==> src/core/edcfg_map.svh <==
`ifndef EDCFG_MAP_SVH
`define EDCFG_MAP_SVH
// ==========================================
// register offsets
`define EDCFG_OFF_PWR      8'h00
`define EDCFG_OFF_INMODE   8'h01
`define EDCFG_OFF_OUTCOL   8'h02
`define EDCFG_OFF_SWRST    8'h17
`define EDCFG_OFF_STD      8'h30
`define EDCFG_OFF_PIXVAL   8'h31
`define EDCFG_OFF_INFMT    8'h33
`define EDCFG_OFF_INCOL    8'h35
// ==========================================
// decoded setting values
`define EDCFG_VAL_PWR_ED8X 8'h1c
`define EDCFG_VAL_DDR      8'h20
`define EDCFG_VAL_SDR      8'h10
`define EDCFG_VAL_RGBOUT   8'h10
`define EDCFG_VAL_STD_HV   8'h00
`define EDCFG_VAL_STD_EAV  8'h04
`define EDCFG_VAL_FMT_10   8'h6c
`define EDCFG_VAL_FMT_444  8'h2c
`define EDCFG_VAL_RGBIN    8'h02
`define EDCFG_VAL_SWRST    8'h02
`define EDCFG_VAL_PIXVAL   8'h01
// ==========================================
// reset value of every register
`define EDCFG_RST_VAL      8'h00
`endif

==> src/core/edcfg_pkg.sv <==
package edcfg_pkg;
  typedef enum logic [2:0] {
    EDCFG_RATE_NONE = 3'b001,
    EDCFG_RATE_SDR  = 3'b010,
    EDCFG_RATE_DDR  = 3'b100
  } edcfg_rate_t;
  typedef enum logic [2:0] {
    EDCFG_W_NONE = 3'b001,
    EDCFG_W_20   = 3'b010,
    EDCFG_W_30   = 3'b100
  } edcfg_width_t;
endpackage

==> src/core/edcfg_reg8.sv <==
`timescale 1ns/1ns
`include "edcfg_map.svh"
module edcfg_reg8
  import edcfg_pkg::*;
(
  input  wire logic       i_mclk,
  input  wire logic       i_sys_rst,
  input  wire logic       i_clear,
  input  wire logic       i_wr,
  input  wire logic [7:0] i_wdata,
  output logic      [7:0] o_q
);
  // ==========================================
  // one storage byte, cleared by reset or by soft reset, which spares the register at 0x17
  always_ff @(posedge i_mclk)
  begin
    if (i_sys_rst || i_clear)
      o_q <= `EDCFG_RST_VAL;
    else if (i_wr)
      o_q <= i_wdata;
  end
endmodule // edcfg_reg8

==> src/core/edcfg_decode.sv <==
`timescale 1ns/1ns
`include "edcfg_map.svh"
module edcfg_decode
  import edcfg_pkg::*;
(
  input  wire logic [7:0]   i_pwr,
  input  wire logic [7:0]   i_inmode,
  input  wire logic [7:0]   i_outcol,
  input  wire logic [7:0]   i_std,
  input  wire logic [7:0]   i_infmt,
  input  wire logic [7:0]   i_incol,
  output logic              o_ed_enable,
  output edcfg_rate_t       o_rate,
  output logic              o_rgb_out,
  output logic              o_sync_hv,
  output logic              o_sync_eav,
  output edcfg_width_t      o_width,
  output logic              o_rgb_in
);
  // ==========================================
  // setting decode
  assign o_ed_enable = (i_pwr == `EDCFG_VAL_PWR_ED8X);
  assign o_rate = (i_inmode == `EDCFG_VAL_DDR) ? EDCFG_RATE_DDR :
                  (i_inmode == `EDCFG_VAL_SDR) ? EDCFG_RATE_SDR : EDCFG_RATE_NONE;
  assign o_rgb_out = (i_outcol == `EDCFG_VAL_RGBOUT);
  assign o_sync_hv = (i_std == `EDCFG_VAL_STD_HV);
  assign o_sync_eav = (i_std == `EDCFG_VAL_STD_EAV);
  assign o_width = (i_infmt == `EDCFG_VAL_FMT_10)  ? EDCFG_W_20 :
                   (i_infmt == `EDCFG_VAL_FMT_444) ? EDCFG_W_30 : EDCFG_W_NONE;
  assign o_rgb_in = (i_infmt == `EDCFG_VAL_FMT_444) &&
                    (i_incol == `EDCFG_VAL_RGBIN);
endmodule // edcfg_decode

==> src/core/edcfg_bank.sv <==
// Function
// 0x1C enables all DACs, PLL 8x
// input mode 0x20 DDR, 0x10 SDR
// output 0x10 gives RGB with sync
// standard 0x00: 525p, HSYNC/VSYNC timing
// standard 0x04: 525p, EAV/SAV timing
// format 0x6C: 10-bit, 20-bit in SDR
// format 0x2C 4:4:4; color 0x02 RGB
// host soft-resets first, ends with pixel-valid
`timescale 1ns/1ns
`include "edcfg_map.svh"
module edcfg_bank
  import edcfg_pkg::*;
(
  input  wire logic       i_mclk,
  input  wire logic       i_sys_rst,
  input  wire logic [7:0] i_addr,
  input  wire logic [7:0] i_wdata,
  input  wire logic       i_wr,
  input  wire logic       i_rd,
  output logic      [7:0] o_rdata,
  output logic            o_dac_enable,
  output logic            o_pll_enable,
  output logic            o_pll_8x,
  output logic            o_ddr_mode,
  output logic            o_luma_falling_edge,
  output logic            o_sdr_mode,
  output logic            o_rgb_out,
  output logic            o_rgb_sync,
  output logic            o_std_525p,
  output logic            o_sync_hv,
  output logic            o_sync_eav,
  output logic            o_eia770_levels,
  output logic            o_pixel_valid,
  output logic            o_in_20bit,
  output logic            o_in_30bit_444,
  output logic            o_rgb_in
);
  // ==========================================
  // address decode
  localparam int NREG = 8;
  logic [7:0] reg_off [NREG];
  assign reg_off[0] = `EDCFG_OFF_PWR;
  assign reg_off[1] = `EDCFG_OFF_INMODE;
  assign reg_off[2] = `EDCFG_OFF_OUTCOL;
  assign reg_off[3] = `EDCFG_OFF_SWRST;
  assign reg_off[4] = `EDCFG_OFF_STD;
  assign reg_off[5] = `EDCFG_OFF_PIXVAL;
  assign reg_off[6] = `EDCFG_OFF_INFMT;
  assign reg_off[7] = `EDCFG_OFF_INCOL;

  logic [7:0] q [NREG];
  logic [NREG-1:0] hit;
  wire soft_rst = i_wr && (i_addr == `EDCFG_OFF_SWRST) &&
                  (i_wdata == `EDCFG_VAL_SWRST);

  // ==========================================
  // register storage
  genvar g;
  generate
    for (g = 0; g < NREG; g = g + 1)
    begin : g_reg
      assign hit[g] = (i_addr == reg_off[g]);
      edcfg_reg8 u_reg (
        .i_mclk    (i_mclk),
        .i_sys_rst (i_sys_rst),
        .i_clear   (soft_rst && (g != 3)),
        .i_wr      (i_wr && hit[g]),
        .i_wdata   (i_wdata),
        .o_q       (q[g])
      );
    end
  endgenerate

  // ==========================================
  // read mux, unmapped reads zero
  logic [7:0] next_rdata;
  always_comb
  begin
    next_rdata = 8'h00;
    for (int k = 0; k < NREG; k++)
      if (hit[k])
        next_rdata = q[k];
  end

  // ==========================================
  // setting decode
  logic         ed_en;
  edcfg_rate_t  rate;
  logic         rgb_o;
  logic         s_hv;
  logic         s_eav;
  edcfg_width_t wid;
  logic         rgb_i;
  edcfg_decode u_dec (
    .i_pwr       (q[0]),
    .i_inmode    (q[1]),
    .i_outcol    (q[2]),
    .i_std       (q[4]),
    .i_infmt     (q[6]),
    .i_incol     (q[7]),
    .o_ed_enable (ed_en),
    .o_rate      (rate),
    .o_rgb_out   (rgb_o),
    .o_sync_hv   (s_hv),
    .o_sync_eav  (s_eav),
    .o_width     (wid),
    .o_rgb_in    (rgb_i)
  );

  // ==========================================
  // next values of the registered outputs
  logic [7:0] next_rd_word;
  logic       next_dac_enable;
  logic       next_pll_enable;
  logic       next_pll_8x;
  logic       next_ddr_mode;
  logic       next_luma_falling_edge;
  logic       next_sdr_mode;
  logic       next_rgb_out;
  logic       next_rgb_sync;
  logic       next_std_525p;
  logic       next_sync_hv;
  logic       next_sync_eav;
  logic       next_eia770_levels;
  logic       next_pixel_valid;
  logic       next_in_20bit;
  logic       next_in_30bit_444;
  logic       next_rgb_in;

  assign next_rd_word           = i_rd ? next_rdata : 8'h00;
  assign next_dac_enable        = ed_en;
  assign next_pll_enable        = ed_en;
  assign next_pll_8x            = ed_en;
  assign next_ddr_mode          = (rate == EDCFG_RATE_DDR);
  assign next_luma_falling_edge = (rate == EDCFG_RATE_DDR);
  assign next_sdr_mode          = (rate == EDCFG_RATE_SDR);
  assign next_rgb_out           = rgb_o;
  assign next_rgb_sync          = rgb_o;
  assign next_std_525p          = s_hv || s_eav;
  assign next_sync_hv           = s_hv;
  assign next_sync_eav          = s_eav;
  assign next_eia770_levels     = s_hv || s_eav;
  assign next_pixel_valid       = (q[5] == `EDCFG_VAL_PIXVAL);
  assign next_in_20bit          = (wid == EDCFG_W_20) && (rate == EDCFG_RATE_SDR);
  assign next_in_30bit_444      = (wid == EDCFG_W_30);
  assign next_rgb_in            = rgb_i;

  // ==========================================
  // read data, one cycle after the read strobe
  always_ff @(posedge i_mclk)
  begin
    if (i_sys_rst)
      o_rdata <= 8'h00;
    else
      o_rdata <= next_rd_word;
  end

  // ==========================================
  // dac and pll enables
  always_ff @(posedge i_mclk)
  begin
    if (i_sys_rst)
      o_dac_enable <= 1'h0;
    else
      o_dac_enable <= next_dac_enable;
  end

  always_ff @(posedge i_mclk)
  begin
    if (i_sys_rst)
      o_pll_enable <= 1'h0;
    else
      o_pll_enable <= next_pll_enable;
  end

  always_ff @(posedge i_mclk)
  begin
    if (i_sys_rst)
      o_pll_8x <= 1'h0;
    else
      o_pll_8x <= next_pll_8x;
  end

  // ==========================================
  // input data rate
  always_ff @(posedge i_mclk)
  begin
    if (i_sys_rst)
      o_ddr_mode <= 1'h0;
    else
      o_ddr_mode <= next_ddr_mode;
  end

  always_ff @(posedge i_mclk)
  begin
    if (i_sys_rst)
      o_luma_falling_edge <= 1'h0;
    else
      o_luma_falling_edge <= next_luma_falling_edge;
  end

  always_ff @(posedge i_mclk)
  begin
    if (i_sys_rst)
      o_sdr_mode <= 1'h0;
    else
      o_sdr_mode <= next_sdr_mode;
  end

  // ==========================================
  // output colour space
  always_ff @(posedge i_mclk)
  begin
    if (i_sys_rst)
      o_rgb_out <= 1'h0;
    else
      o_rgb_out <= next_rgb_out;
  end

  always_ff @(posedge i_mclk)
  begin
    if (i_sys_rst)
      o_rgb_sync <= 1'h0;
    else
      o_rgb_sync <= next_rgb_sync;
  end

  // ==========================================
  // standard, sync source and levels
  always_ff @(posedge i_mclk)
  begin
    if (i_sys_rst)
      o_std_525p <= 1'h0;
    else
      o_std_525p <= next_std_525p;
  end

  always_ff @(posedge i_mclk)
  begin
    if (i_sys_rst)
      o_sync_hv <= 1'h0;
    else
      o_sync_hv <= next_sync_hv;
  end

  always_ff @(posedge i_mclk)
  begin
    if (i_sys_rst)
      o_sync_eav <= 1'h0;
    else
      o_sync_eav <= next_sync_eav;
  end

  always_ff @(posedge i_mclk)
  begin
    if (i_sys_rst)
      o_eia770_levels <= 1'h0;
    else
      o_eia770_levels <= next_eia770_levels;
  end

  // ==========================================
  // pixel valid and input format
  always_ff @(posedge i_mclk)
  begin
    if (i_sys_rst)
      o_pixel_valid <= 1'h0;
    else
      o_pixel_valid <= next_pixel_valid;
  end

  always_ff @(posedge i_mclk)
  begin
    if (i_sys_rst)
      o_in_20bit <= 1'h0;
    else
      o_in_20bit <= next_in_20bit;
  end

  always_ff @(posedge i_mclk)
  begin
    if (i_sys_rst)
      o_in_30bit_444 <= 1'h0;
    else
      o_in_30bit_444 <= next_in_30bit_444;
  end

  always_ff @(posedge i_mclk)
  begin
    if (i_sys_rst)
      o_rgb_in <= 1'h0;
    else
      o_rgb_in <= next_rgb_in;
  end
endmodule // edcfg_bank

==> config.mk <==
export PLATFORM = sky130hd
export DESIGN_NAME = edcfg_bank
export DESIGN_NICKNAME = d
export VERILOG_FILES = /design/src/core/edcfg_pkg.sv /design/src/core/edcfg_reg8.sv /design/src/core/edcfg_decode.sv /design/src/core/edcfg_bank.sv
export VERILOG_INCLUDE_DIRS = /design/src /design/src/core
export SDC_FILE = /design/constraint.sdc
export NUM_CORES = 1
export LEC_CHECK = 0
export ABC_AREA = 1
export BUFFER_PORTS_ARGS = -buffer_cell sky130_fd_sc_hd__buf_4
export CAP_MARGIN = 25
export CORE_MARGIN = 2
export CORE_UTILIZATION = 45
export DETAILED_ROUTE_END_ITERATION = 12
export PLACE_DENSITY = 0.73
export SYNTH_ARGS = -nofsm -noshare
export SYNTH_HDL_FRONTEND = slang
export SYNTH_HIERARCHICAL = 1
export SYNTH_SLANG_ARGS = --single-unit
==> constraint.sdc <==
create_clock -name i_mclk -period 5.8 [get_ports i_mclk]
set_clock_uncertainty 0.05 [all_clocks]
set_input_delay 0.58 -clock i_mclk [delete_from_list [all_inputs] [get_ports i_mclk]]
set_output_delay 0.58 -clock i_mclk [all_outputs]
set_load 0.005 [all_outputs]
Word level (Yosys, flattened, before mapping)
Cells that the tools add are included.

Multiplexer cells: 12. Equal/unequal tests: 21. Reduce and logical (&&, ||, !) cells: 16. Bitwise operators: 1.

Operator list (count): $mux 8 (8); $eq 8x6->1 const B (6); $eq 8x5->1 const B (4); $eq 8x2->1 const B (3); $eq 8x1->1 const B (2); $logic_not 8->1 (2); $logic_and 1x1->1 (11); $mux 3 (3); $eq 8x3->1 const B (1); $eq 8x7->1 const B (1); $eq 3x2->1 const B (2); $eq 3x3->1 const B (2); $logic_or 1x1->1 (2); $mux 2 (1); $reduce_or 2->1 (1); $not 1->1 (1).

Logic and storage cells: 70. Bits of input ports: 20. Bits in registers: 83. Output and inout port bits: 24.

Logic depth before layout (Yosys ltp)
Word-level depth: 9. Depth in mapped cells: 11. Gate-level depth less buffers: 10.

By module
Netlist, hierarchy kept.

Modules (own cells, without submodules): edcfg_reg8 (seq. area each 160.2 µm², times used 8, cells an instance 51, area an instance 357.8 µm²); edcfg_bank (seq. area each 380.4 µm², times used 1, cells an instance 235, area an instance 1398.8 µm²); edcfg_decode (seq. area each 0.0 µm², times used 1, cells an instance 72, area an instance 299.0 µm²).

Worst setup path before layout
Ideal clock, no wire load.

Kind: input port to flip-flop. Start point: input i_addr[3]. End point: register g_reg[6].u_reg.o_q[7]. Slack: 3348 ps. Setup time: 113 ps. Data required time: 5637 ps. Buffers on the path: 0. Stages: 9. Data arrival time: 2290 ps. Path through: inv_1 -> nand2_1 -> nor2_1 -> nand4_2 -> nor2_2 -> and3_1 -> nor2_8 -> nand2_1 -> nor2_1.

Cells in the longest elaborated chain, start to end: 4. Elaborated cells between the ends (all ways): 6. Those cells by class: eq/ne: 2; reduce/logical: 4.

RTL lines: from (decl) (line edcfg_bank.sv:17) `input wire logic [7:0] i_addr,`; $eq 8x5->1; $logic_and 1x1->1 (2 in a row) (line edcfg_bank.sv:54) `` wire soft_rst = i_wr && (i_addr == `EDCFG_OFF_SWRST) && ``; net soft_rst (line edcfg_bank.sv:54); $logic_or 1x1->1 (line edcfg_reg8.sv:17) `if (i_sys_rst || i_clear)`; to (signal assigned) (line edcfg_reg8.sv:18) `` o_q <= `EDCFG_RST_VAL; ``; to (signal assigned) (line edcfg_reg8.sv:20) `o_q <= i_wdata;`; to (decl) (line edcfg_reg8.sv:11) `output logic [7:0] o_q`.

The timed path passes the listed nets, and every way through them passes these cells. A chain may end at the register's enable or synchronous reset.

Worst setup path in the final report
Start point: input i_addr[1]. End point: register g_reg[7].u_reg.o_q[7].

Cells in the longest elaborated chain, start to end: 4. Elaborated cells between the ends (all ways): 6. Those cells by class: eq/ne: 2; reduce/logical: 4.

RTL lines (line): $eq 8x5->1; $logic_and 1x1->1 (2 in a row) (edcfg_bank.sv:54); net soft_rst (edcfg_bank.sv:54); $logic_or 1x1->1 (edcfg_reg8.sv:17); to (signal assigned) (edcfg_reg8.sv:18); to (signal assigned) (edcfg_reg8.sv:20); to (decl) (edcfg_reg8.sv:11).

The timed path passes the listed nets, and every way through them passes these cells.

==> run summary <==
Core ar. - 9820 µm²
Die area - 11,000 µm²
# fillers - 1,066
Rows - 36
Skew-Pair Late Insertion Delay - 0.35 ns
Die Height - 105 µm
Vias - 4,132
Register area - 1660 µm²
Area of the multi-input gates - 2170 µm²
Pwr per Cell Area - 211 nW/µm²
XOR/XNOR Fraction of Synth Area - 0
Critical Path AT - 2.66 ns
Slew Viols, Final - 0
Post-DP HPWL - 8.15 mm
Clock sink count - 83
N_diodes - 0
Final #Nets - 772
CTS Buf Count - 9
Status - finished, final reports clean
Setup crit start kind - primary input
Initial Utilization - 0.464
Design Power - 1.07 mW
Vias in the first global route - 3,790
Clock transition at path regs - 0.08 ns
CP Cell Sequence - buf_4 -> nand2_1 -> nor2_1 -> nand4_2 -> nor2_2 -> and3_1 -> buf_4 -> nor2_8 -> nand2_1 -> nor2_1
Placed cell areas - 4870 µm²
F_max - 0.407 GHz
Tmin final - 2.46 ns
Number of library cell types mapped by synthesis - 25
Final Setup Violations - 0
Max transition margin - 0.338
Buffers on Ports - 43
Yosys warning total - 6
Avg Inst Size Synth - 6.38 µm²
Vias per Instance - 4.65
Routed wire length - 11.2 mm
Die Wd - 105 µm
Simple-gate share of the synthesized area - 0.462
Worst-path fanout max - 17
Drt pass-1 iters - 5
Share of cells above drive strength 1 - 0.146
Max IR drop VDD - 0.131 mV
Area delta synth->final - 10.8%
Post-synthesis cell count - 715
Crit-path slowest cell - nor2_2
WP data required - 6.01 ns
Max-Cap Viols - 0
Period utilization - 0.424
Lkg Pwr - 2.48 nW
Mux cell area share after synthesis - 0
Total Neg Setup Slack - 0 ns
Top Ports - 44
Post-Syn Nets - 735
Pin count of the biggest net entering global routing - 20
Initial antenna violation count - 0
GP Congestion - 0.904
Inst Count DP - 874
Max incr delay on CP - 0.58 ns
DRC - 0
CTS root buf - clkbuf_8
Final Non-Filler Cells - 888
Avg WL per Cell - 12.6 µm
Post-CTS sizing - 0
Register bit total from synthesis - 83
H-tree lvl count - 3
Clk buf depth - 2
Global-route wire length before repair - 18.4 mm
Post-synthesis adder-cell area fraction - 0
Finished layout cell area - 5050 µm²
Number of DRC markers in iteration 0 - 259
Post-Syn Area - 4560 µm²
Worst-Margin Slew - 0.990 ns
TritonCTS clock tree - built
Complex-gate fraction of the synthesized area - 0.00988
Largest family of logic cells by synthesized area - simple AND/OR/NAND/NOR gates
Post-synthesis sequential area ratio - 0.364
Total grt overflow - 0
Path type of the worst setup path - primary input to flip-flop
Pre-CTS WS - 3.01 ns
Post-CTS Setup Inserts - 0
# hold bufs at CTS - 0
RSZ-0062 raised after global routing - no
Hold crit path type - flip-flop to flip-flop
Crit. End Element - flip-flop
Routed Antenna Nets - 0
Total GRT Usage - 0.212
Hold Vio Cnt, Final - 0
PnR worst setup slack - 3.34 ns
[worst paths after layout]
check	from	to	slack [ns]	depth (start not counted)
min reg2reg	g_reg[3].u_reg/o_q[1]	g_reg[3].u_reg/o_q[1]	0.44	2
max	i_addr[1]	g_reg[7].u_reg/o_q[7]	3.34	10
min	g_reg[3].u_reg/o_q[1]	g_reg[3].u_reg/o_q[1]	0.44	2
max reg2reg	g_reg[1].u_reg/o_q[4]	o_in_20bit	4.47	7
[synthesized netlist by cell type, drive strengths merged]
cell type	count	share of area
nor2	206	0.21
nand2	196	0.17
inv	131	0.11
dfxtp	83	0.36
nand3	36	0.042
buf	23	0.053
nand4	10	0.015
nor3	8	0.0088
o21ai	8	0.0088
nor4	6	0.0082
and3	2	0.0027
nand3b	2	0.0033
a21oi	1	0.0011
clkbuf	1	0.00082
clkinv	1	0.0019
conb	1	0.00082
[cell type report]
| type | instances | share of cell area |
|---|---|---|
| flip-flops and latches | 83 | 0.329 |
| inverters | 132 | 0.0991 |
| repair buffers | 50 | 0.0743 |
| clock inverters | 3 | 0.00792 |
| well taps | 133 | 0.0329 |
| clock buffers | 11 | 0.0280 |
| multi-input cells | 476 | 0.429 |
[critical path: cells and delay by family]
family / cells / cell delay, ns
buffers and inverters: 2 / 0.47
and+or+nand+nor: 8 / 1.60
[cells by family (layout without fill, tap and decap cells)]
group | Yosys count | count (layout)
buf+inv | 156 | 196
compound gates | 9 | 9
flops | 83 | 83
other cells | 1 | 1
simple gates | 466 | 466
[stage by stage]
stage / utilization / hold slack, ns
floorplan: - / 0.368
global placement: 0.496 / 0.409
CTS: 0.515 / 0.427
detailed placement: 0.496 / 0.422
finish: 0.515 / 0.437
global route: 0.515 / 0.447
[metal layers]
| metal | global-route usage | up-vias | routed length [µm] |
|---|---|---|---|
| met2 | 0.362 | 113 | 5330 |
| met5 | 0 | - | 0 |
| met1 | 0.274 | 1830 | 5100 |
| li1 | - | 2173 | - |
| met4 | 0.0638 | 0 | 183 |
| met3 | 0.0374 | 16 | 603 |
[registers in the layout, summed over array words and instances, names as in the netlist]
register / flops
o_rgb_in: 1
o_sync_eav: 1
o_rdata: 8
o_luma_falling_edge: 1
o_eia770_levels: 1
o_rgb_sync: 1
g.u_reg/o_q: 64
o_pixel_valid: 1
o_in_20bit: 1
o_sync_hv: 1
o_sdr_mode: 1
o_pll_8x: 1
o_in_30bit_444: 1
[layout by cell type (no fill, tap or decap), types with 2 or more instances in the layout]
cell type	count
clkbuf_8	10
nand2_1	177
nor2_1	185
and3_1	2
nand2_2	18
nor2_8	8
dfxtp_1	83
o21ai_1	8
buf_4	50
nor4_2	2
inv_2	2
nand4_1	9
clkinv_2	2
nand3_1	35
nand3b_1	2
nor3_1	8
nor4_1	4
nor2_4	3
nor2_2	10
inv_1	129
[report_power, final]
part / total (mW) / internal [mW] / switching (mW)
sequential: 0.572 / 0.571 / 0.00120
combinational: 0.0836 / 0.0278 / 0.0558
clock: 0.410 / 0.205 / 0.205
total: 1.07 / 0.804 / 0.262
No activity file was read; power rests on OpenSTA's default activity.
